<file path="config.mk">
export PLATFORM = sky130hd
export DESIGN_NAME = pcg_peripheral_clock_gating
export DESIGN_NICKNAME = d
export VERILOG_FILES = /design/src/design/pcg_pkg.sv /design/src/design/pcg_peripheral_clock_gating.sv
export SDC_FILE = /design/constraint.sdc
export NUM_CORES = 1
export LEC_CHECK = 0
export ABC_AREA = 1
export BUFFER_PORTS_ARGS = -buffer_cell sky130_fd_sc_hd__buf_2
export CORE_AREA = 2 2 75 77
export DETAILED_ROUTE_END_ITERATION = 7
export DIE_AREA = 0 0 77 79
export PLACE_DENSITY_LB_ADDON = 0.3
export SKIP_CTS_REPAIR_TIMING = 1
export SYNTH_ARGS = -nofsm -noshare
export SYNTH_HDL_FRONTEND = slang
export SYNTH_SLANG_ARGS = --single-unit
</file>
<file path="constraint.sdc">
create_clock -name pclk -period 1 [get_ports pclk]
set_input_delay 0.1 -clock pclk [delete_from_list [all_inputs] [get_ports pclk]]
set_output_delay 0.1 -clock pclk [all_outputs]
set_load 0.02 [all_outputs]
</file>
<file path="src/design/pcg_pkg.sv">
package pcg_pkg;
	localparam logic [11:0] PCG_OFF_GATE0 = 12'h000;
	localparam logic [11:0] PCG_OFF_GATE1 = 12'h004;
	localparam logic [11:0] PCG_OFF_PROT = 12'h008;
	localparam int PCG_BIT_MCSP_A = 12;
	localparam int PCG_BIT_ASER_B = 11;
	localparam int PCG_BIT_ASER_A = 10;
	localparam int PCG_BIT_SSER_A = 8;
	localparam int PCG_BIT_ASER_C = 5;
	localparam int PCG_BIT_TWB = 4;
	localparam int PCG_BIT_CONV = 3;
	localparam int PCG_BIT_TB_SYNC = 2;
	localparam int PCG_LSB_MOD = 0;
	localparam int PCG_LSB_CAP = 8;
	localparam int PCG_BIT_QE1 = 14;
	localparam int PCG_BIT_QE2 = 15;
	localparam int PCG_NUM_MOD = 6;
	localparam int PCG_NUM_CAP = 6;
	localparam logic [15:0] PCG_GATE0_WMASK = 16'h1d3c;
	localparam logic [15:0] PCG_GATE1_WMASK = 16'hff3f;
	localparam logic [15:0] PCG_GATE0_RST = 16'h0000;
	localparam logic [15:0] PCG_GATE1_RST = 16'h0000;
	localparam logic PCG_ASER_C_PRESENT = 1'b1;
endpackage : pcg_pkg

</file>
<file path="src/design/pcg_peripheral_clock_gating.sv">
// Summary of operation
// bit 12 gates serial port A on low-speed clock
// bits 11,10 gate async ports B, A
// bit 8 gates sync serial A clock
// bit 5 gates async port C, reserved if absent
// bit 4 gates two-wire bus clock
// bit 3 gates converter on high-speed clock
// sync bit low halts modulator time-base clocks
// sync bit high starts time-bases aligned together
// software programs identical modulator prescalers
// software sequences enables, sync clear, setup, sync set
// second register layout: encoders, captures, modulators
// writes only land while protection lifted
// modulator enable feeds system clock
// reserved bits read zero, ignore writes
//
// Added by the designer: the APB register port and the register addresses.
`timescale 1ns/100ps
module pcg_peripheral_clock_gating
	import pcg_pkg::*;
(
	input wire logic pclk,
	input wire logic presetn,
	input wire logic clk_en,
	input wire logic psel,
	input wire logic penable,
	input wire logic pwrite,
	input wire logic [11:0] paddr,
	input wire logic [31:0] pwdata,
	input wire logic [3:0] pstrb,
	output logic [31:0] prdata,
	output logic pready,
	output logic pslverr,
	input wire logic protected_write_enable,
	input wire logic low_speed_periph_clock,
	input wire logic high_speed_periph_clock,
	input wire logic system_clock_out,
	input wire logic time_base_tick,
	output logic mc_serial_port_a_clock_en,
	output logic async_serial_b_clock_en,
	output logic async_serial_a_clock_en,
	output logic async_serial_c_clock_en,
	output logic sync_serial_a_clock_en,
	output logic two_wire_bus_clock_en,
	output logic converter_clock_en,
	output logic time_base_sync_start,
	output logic [5:0] modulator_clock_en,
	output logic [5:0] capture_unit_clock_en,
	output logic quad_encoder_1_clock_en,
	output logic quad_encoder_2_clock_en,
	output logic [5:0] time_base_clock_en,
	output logic mc_serial_port_a_clk,
	output logic async_serial_b_clk,
	output logic async_serial_a_clk,
	output logic async_serial_c_clk,
	output logic sync_serial_a_clk,
	output logic two_wire_bus_clk,
	output logic converter_clk,
	output logic [5:0] modulator_clk
);
	import pcg_pkg::*;

	logic [15:0] gate0_q, gate0_d;
	logic [15:0] gate1_q, gate1_d;
	logic [31:0] prdata_q, prdata_d;
	logic sync_arm_q, sync_arm_d;
	logic [15:0] wmask0;
	logic [15:0] wdata16;
	logic wr_acc, rd_acc, sel0, sel1, selp;

	assign wr_acc = psel && penable && pwrite;
	assign rd_acc = psel && !penable && !pwrite;
	assign sel0 = (paddr == PCG_OFF_GATE0);
	assign sel1 = (paddr == PCG_OFF_GATE1);
	assign selp = (paddr == PCG_OFF_PROT);
	assign wdata16 = {pstrb[1] ? pwdata[15:8] : 8'h00, pstrb[0] ? pwdata[7:0] : 8'h00};

	always_comb begin
		wmask0 = PCG_GATE0_WMASK;
		if (!PCG_ASER_C_PRESENT) begin
			wmask0[PCG_BIT_ASER_C] = 1'b0;
		end
	end

	// register writes
	always_comb begin
		gate0_d = gate0_q;
		gate1_d = gate1_q;
		// protected write gate
		if (wr_acc && protected_write_enable) begin
			if (sel0) begin
				// reserved bits masked
				gate0_d = (gate0_q & ~(wmask0 & {{8{pstrb[1]}}, {8{pstrb[0]}}}))
					| (wdata16 & wmask0);
			end else if (sel1) begin
				// second register layout
				gate1_d = (gate1_q & ~(PCG_GATE1_WMASK & {{8{pstrb[1]}}, {8{pstrb[0]}}}))
					| (wdata16 & PCG_GATE1_WMASK);
			end
		end
	end

	always_comb begin
		prdata_d = prdata_q;
		if (rd_acc) begin
			if (sel0) begin
				prdata_d = {16'h0000, gate0_q & wmask0};
			end else if (sel1) begin
				prdata_d = {16'h0000, gate1_q & PCG_GATE1_WMASK};
			end else if (selp) begin
				prdata_d = {31'h00000000, protected_write_enable};
			end else begin
				prdata_d = 32'h00000000;
			end
		end
	end

	assign pready = 1'b1;
	assign pslverr = psel && penable && !(sel0 || sel1 || selp);
	assign prdata = prdata_q;

	// sync arming: time bases start the cycle after the first tick seen while sync is set
	always_comb begin
		sync_arm_d = sync_arm_q;
		if (!gate0_q[PCG_BIT_TB_SYNC]) begin
			sync_arm_d = 1'b0;
		end else if (time_base_tick) begin
			sync_arm_d = 1'b1;
		end
	end

	always_ff @(posedge pclk or negedge presetn) begin
		if (!presetn) begin
			gate0_q <= PCG_GATE0_RST;
			gate1_q <= PCG_GATE1_RST;
			prdata_q <= 32'h00000000;
			sync_arm_q <= 1'b0;
		end else if (clk_en) begin
			gate0_q <= gate0_d;
			gate1_q <= gate1_d;
			prdata_q <= prdata_d;
			sync_arm_q <= sync_arm_d;
		end
	end

	// serial port A enable
	assign mc_serial_port_a_clock_en = gate0_q[PCG_BIT_MCSP_A];
	// async ports B and A
	assign async_serial_b_clock_en = gate0_q[PCG_BIT_ASER_B];
	assign async_serial_a_clock_en = gate0_q[PCG_BIT_ASER_A];
	// sync serial enable
	assign sync_serial_a_clock_en = gate0_q[PCG_BIT_SSER_A];
	// async port C enable
	assign async_serial_c_clock_en = gate0_q[PCG_BIT_ASER_C] & PCG_ASER_C_PRESENT;
	// two-wire bus enable
	assign two_wire_bus_clock_en = gate0_q[PCG_BIT_TWB];
	// converter enable
	assign converter_clock_en = gate0_q[PCG_BIT_CONV];
	assign time_base_sync_start = gate0_q[PCG_BIT_TB_SYNC];
	assign modulator_clock_en = gate1_q[PCG_LSB_MOD +: PCG_NUM_MOD];
	assign capture_unit_clock_en = gate1_q[PCG_LSB_CAP +: PCG_NUM_CAP];
	assign quad_encoder_1_clock_en = gate1_q[PCG_BIT_QE1];
	assign quad_encoder_2_clock_en = gate1_q[PCG_BIT_QE2];
	// time-base gating, common arm
	assign time_base_clock_en = modulator_clock_en & {PCG_NUM_MOD{sync_arm_q}};

	// clock gates: enables are registers, AND gates stand for gating cells
	// low-speed gated clocks
	assign mc_serial_port_a_clk = low_speed_periph_clock & mc_serial_port_a_clock_en;
	assign async_serial_b_clk = low_speed_periph_clock & async_serial_b_clock_en;
	assign async_serial_a_clk = low_speed_periph_clock & async_serial_a_clock_en;
	assign async_serial_c_clk = low_speed_periph_clock & async_serial_c_clock_en;
	assign sync_serial_a_clk = low_speed_periph_clock & sync_serial_a_clock_en;
	assign two_wire_bus_clk = low_speed_periph_clock & two_wire_bus_clock_en;
	// high-speed gated clock
	assign converter_clk = high_speed_periph_clock & converter_clock_en;
	// system clock to modulators
	assign modulator_clk = {PCG_NUM_MOD{system_clock_out}} & modulator_clock_en;
endmodule : pcg_peripheral_clock_gating

</file>
Word level (Yosys, flattened, before mapping)
Cells that the tools add are included.

Eq/ne operators: 3. Muxes and demuxes: 7. Reductions and logical operators: 16. Bitwise gates (word level): 16.

Operators by type and width (count): $and A16 B16 Y16 (2); $mux W16 (2); $not A13 Y16 (1); $not A16 Y16 (1); $or A16 B13 Y16 (1); $or A16 B16 Y16 (1); $and A6 B6 Y6 (2); $eq A12 B3 Y1 const B (1); $eq A12 B4 Y1 const B (1); $logic_not A12 Y1 (1); $mux W8 (1); $and A1 B1 Y1 (7); $logic_and A1 B1 Y1 (6); $mux W6 (1); $reduce_and A2 Y1 (2); $reduce_and A4 Y1 (1); $logic_not A1 Y1 (3); $mux W1 (3); $reduce_and A3 Y1 (1); $logic_or A1 B1 Y1 (2); $ne A2 B2 Y1 const B (1); $not A1 Y1 (1).

Register bits: 65. Logic and storage cells: 46. Output and inout port bits: 75. Input bits: 59.

Depth between registers and ports, before layout
Depth in word-level cells: 5. Gate-level depth with buffers: 8. Mapped depth without buffers: 7.

Worst setup path after synthesis
Ideal clock, no wire load.

Path type: input to output. Start point: input paddr[7]. End point: output pslverr. Path buffers: 0. Stages: 6. Path slack: -0.045 ns. Data arrival time: 0.945 ns. Data required time: 0.900 ns. Path through: nor2_1 > nand2_1 > nor2_8 > nand2_2 > nand2_1 > nor3_1.

Word-level cells in the longest chain between the ends: 5. Elaborated cells on any way between the ends: 7. Classes of those cells: 2 x eq/ne; 5 x reduce/logical.

RTL lines: from (decl) (RTL line pcg_peripheral_clock_gating.sv:28) `input wire logic [11:0] paddr,`; $eq A12 B3 Y1 or $logic_not A12 Y1 (tied branches) (RTL line pcg_peripheral_clock_gating.sv:74, pcg_peripheral_clock_gating.sv:73); $logic_or A1 B1 Y1 (RTL line pcg_peripheral_clock_gating.sv:119) `assign pslverr = psel && penable && !(sel0 || sel1 || selp);`; $logic_or A1 B1 Y1 (*) (RTL line pcg_peripheral_clock_gating.sv:119); $logic_not A1 Y1 (*) (RTL line pcg_peripheral_clock_gating.sv:119); $logic_and A1 B1 Y1 (*) (RTL line pcg_peripheral_clock_gating.sv:119); to (decl) (RTL line pcg_peripheral_clock_gating.sv:33) `output logic pslverr,`.

Mark *: on every way between the ends. The rest lies on a longest branch, timed or not.

Worst setup path in the final report
Start point: input paddr[5]. End point: output pslverr.

Same word-level chain as after synthesis.

==> run summary <==
Outcome: finished, violations left
Failing checks: negative setup slack
Dominant synthesized flop cell: dfrtp_1
Hold Path Class: in -> reg
Slowest CP cell: buf_2
Fin nets: 460
Die H: 79 um
Count leader, synth: nand2_1
Top cell type's share of synthesized area: 0.464
Final Wtd Congestion: 0.840
Post-Synth Simple-Gate Area: 0.387
R2R Path End: sync_arm_q
Setup-failing EPs final: 22
Worst-path cell chain: buf_2, nor2_2, nand2_2, nor2_8, buf_6, nand2_1, nand2_1, nor3_2, buf_2
CTS tree: done
Crit Path Class: in -> out
Worst Hold Slack: 16.5 ps
Layout cells sized above 1: 0.428
Final worst slack: -94.1 ps
Max Clock Freq: 914 MHz
Total Die Area: 6080 um^2
Critical path capture point type: output pin
Yosys top cell by area: dfrtp_1
Asr flop ratio synth: 1.00
Crit path DAT: 990 ps
Largest family of logic cells by synthesized area: simple AND/OR/NAND/NOR gates
Syn Inst Count: 267
Worst R2R Setup Slack: 20 ps
Library cells used by synthesis: 21
Synthesis Warnings: 0
Worst-skew pair later-pin latency: 280 ps
DRT Pass-1 Iters: 4
Leak pwr: 0.00193 uW
Post-synthesis sequential area ratio: 0.464
CTS Sinks: 37
Max incr delay on CP: 150 ps
Largest net degree at the start of global routing: 38
DR vias/cell: 4.43
DRC viols: 0
Remaining antenna violation count after routing: 0
Placed insts: 448
Fin. max-slew vios: 0
Longest Clk Path Bufs: 2
Compound-Gate Fraction of Synth Area: 0.00627
Dpl ws: -233 ps
Final Non-Filler Cells: 472
Max Cap Viol: 0
Maximum VDD drop: 0.512 mV
Post-synthesis mux area share: 0
Post-synthesis register bit count: 37
DP Area: 2640 um^2
WP data required: 900 ps
Antenna violations before repair: 0
GR Overflow Total: 0
Area contributors post-synth: dfrtp_1, nand2_1, buf_4
XOR/XNOR Fraction of Synth Area: 0
Fill cells: 521
Io pins: 134
First-pass GRT wire length: 8460 um
Cell row count: 27
Die width: 77 um
Crit Path Max Fanout: 5
Finished layout cell area: 3060 um^2
Min Tclk post-route: 1090 ps
Fin. Hold Viols: 0
Final Skew: 2.49 ps
Final wirelength: 5550 um
Power per cell area: 901 nW/um^2
Reg clk slew, reported paths: 70 ps
WL/cell: 11.8 um
Vias in the first global route: 1816
Clock root buffer: clkbuf_8
EDFF count, synth: 0
Synth cell count leaders: nand2_1, dfrtp_1, inv_1
Post-DP HPWL: 4060 um
DR vias: 2090
Worst hold start: pwdata[15]
Port bufs: 94
Fin util: 0.574
Hold depth: 3
Initial core utilization: 0.374
Antenna diode instance count: 0
Inserted Clock Buffers: 5
GRT Total Usage: 0.173
Area Overhead vs Synth: 53.5%
Final Cycle Share: 1.09
R2r startpoint: sync_arm_q
Core region area: 5340 um^2
Initial DRC count: 118
Synth Area in Adders: 0
Unrepaired setup endpoints after global routing: true
Worst setup SP type: input port
Avg Inst Size Synth: 7.47 um^2
Area of the mapped netlist: 2000 um^2
Max H-tree Level: 2
R2R depth: 4
through the flow:
step	setup TNS, ps	power [uW]
finish	-1290	2760
global route	-3570	2890
CTS	-2180	2780
detailed placement	-6920	1820
global placement	-6540	1820
floorplan	0	1710
worst max-delay path, delay by kind of cell:
kind / cells / cell delay [ps]
buf+inv: 3 / 380
simple gates: 6 / 520
cell usage in the layout, fill, tap and decap left out:
cell	instances
dlygate4sd3_1	2
nor2_4	4
a21oi_1	1
nand2_1	123
conb_1	19
nand3_2	2
nor2_1	5
dfrtp_1	32
clkinvlp_4	1
dfrtp_2	5
nor2_2	6
clkbuf_8	5
buf_4	33
nor3_1	1
buf_6	28
nor3_2	2
nor2_8	1
nand4_2	1
inv_1	21
nand4_1	13
o21bai_1	1
buf_2	68
buf_12	2
clkinv_2	1
nand3_1	11
nand2_2	5
inv_2	7
area by class of cell:
| type | count | area, um^2 | share of cell area |
|---|---|---|---|
| repair buffers | 133 | 963 | 0.314 |
| flip-flops and latches | 37 | 932 | 0.304 |
| multi-input cells | 195 | 892 | 0.291 |
| inverters | 29 | 113 | 0.0367 |
| well taps | 72 | 90.1 | 0.0294 |
| clock buffers | 5 | 68.8 | 0.0225 |
| clock inverters | 1 | 5.00 | 0.00163 |
worst max-delay path by stage:
stage | cells after the start | end | slack (ps) | startpoint
2_1_floorplan | 8 | prdata[5] | 20 | paddr[11]
3_3_place_gp | 8 | flop | -210 | paddr[7]
3_5_place_dp | 8 | flop | -230 | paddr[11]
4_1_cts | 9 | pslverr | -210 | paddr[11]
5_1_grt | 3 | modulator_clk[5] | -170 | flop
6_report | 9 | pslverr | -90 | paddr[5]
cells by family after synthesis:
logic type      after synthesis
compound gates                2
flops                        37
other cells                   2
buf+inv                      52
simple gates                174
routing by layer:
| layer | vias to the layer above | track usage | share of wire |
|---|---|---|---|
| li1 | 1047 | - | - |
| met1 | 953 | 0.221 | 0.42 |
| met2 | 84 | 0.290 | 0.50 |
| met3 | 6 | 0.0341 | 0.060 |
| met4 | 0 | 0.0714 | 0.013 |
| met5 | - | 0 | 0 |
report_power, final:
group	leakage [uW]	internal (uW)	switching, uW	total, uW
Clock	0.0000399	458	493	952
Sequential	0.000508	1500	5.04	1500
Combinational	0.00138	113	193	305
Total	0.00193	2070	691	2760
Note: power is estimated with default switching activity, not from simulation.
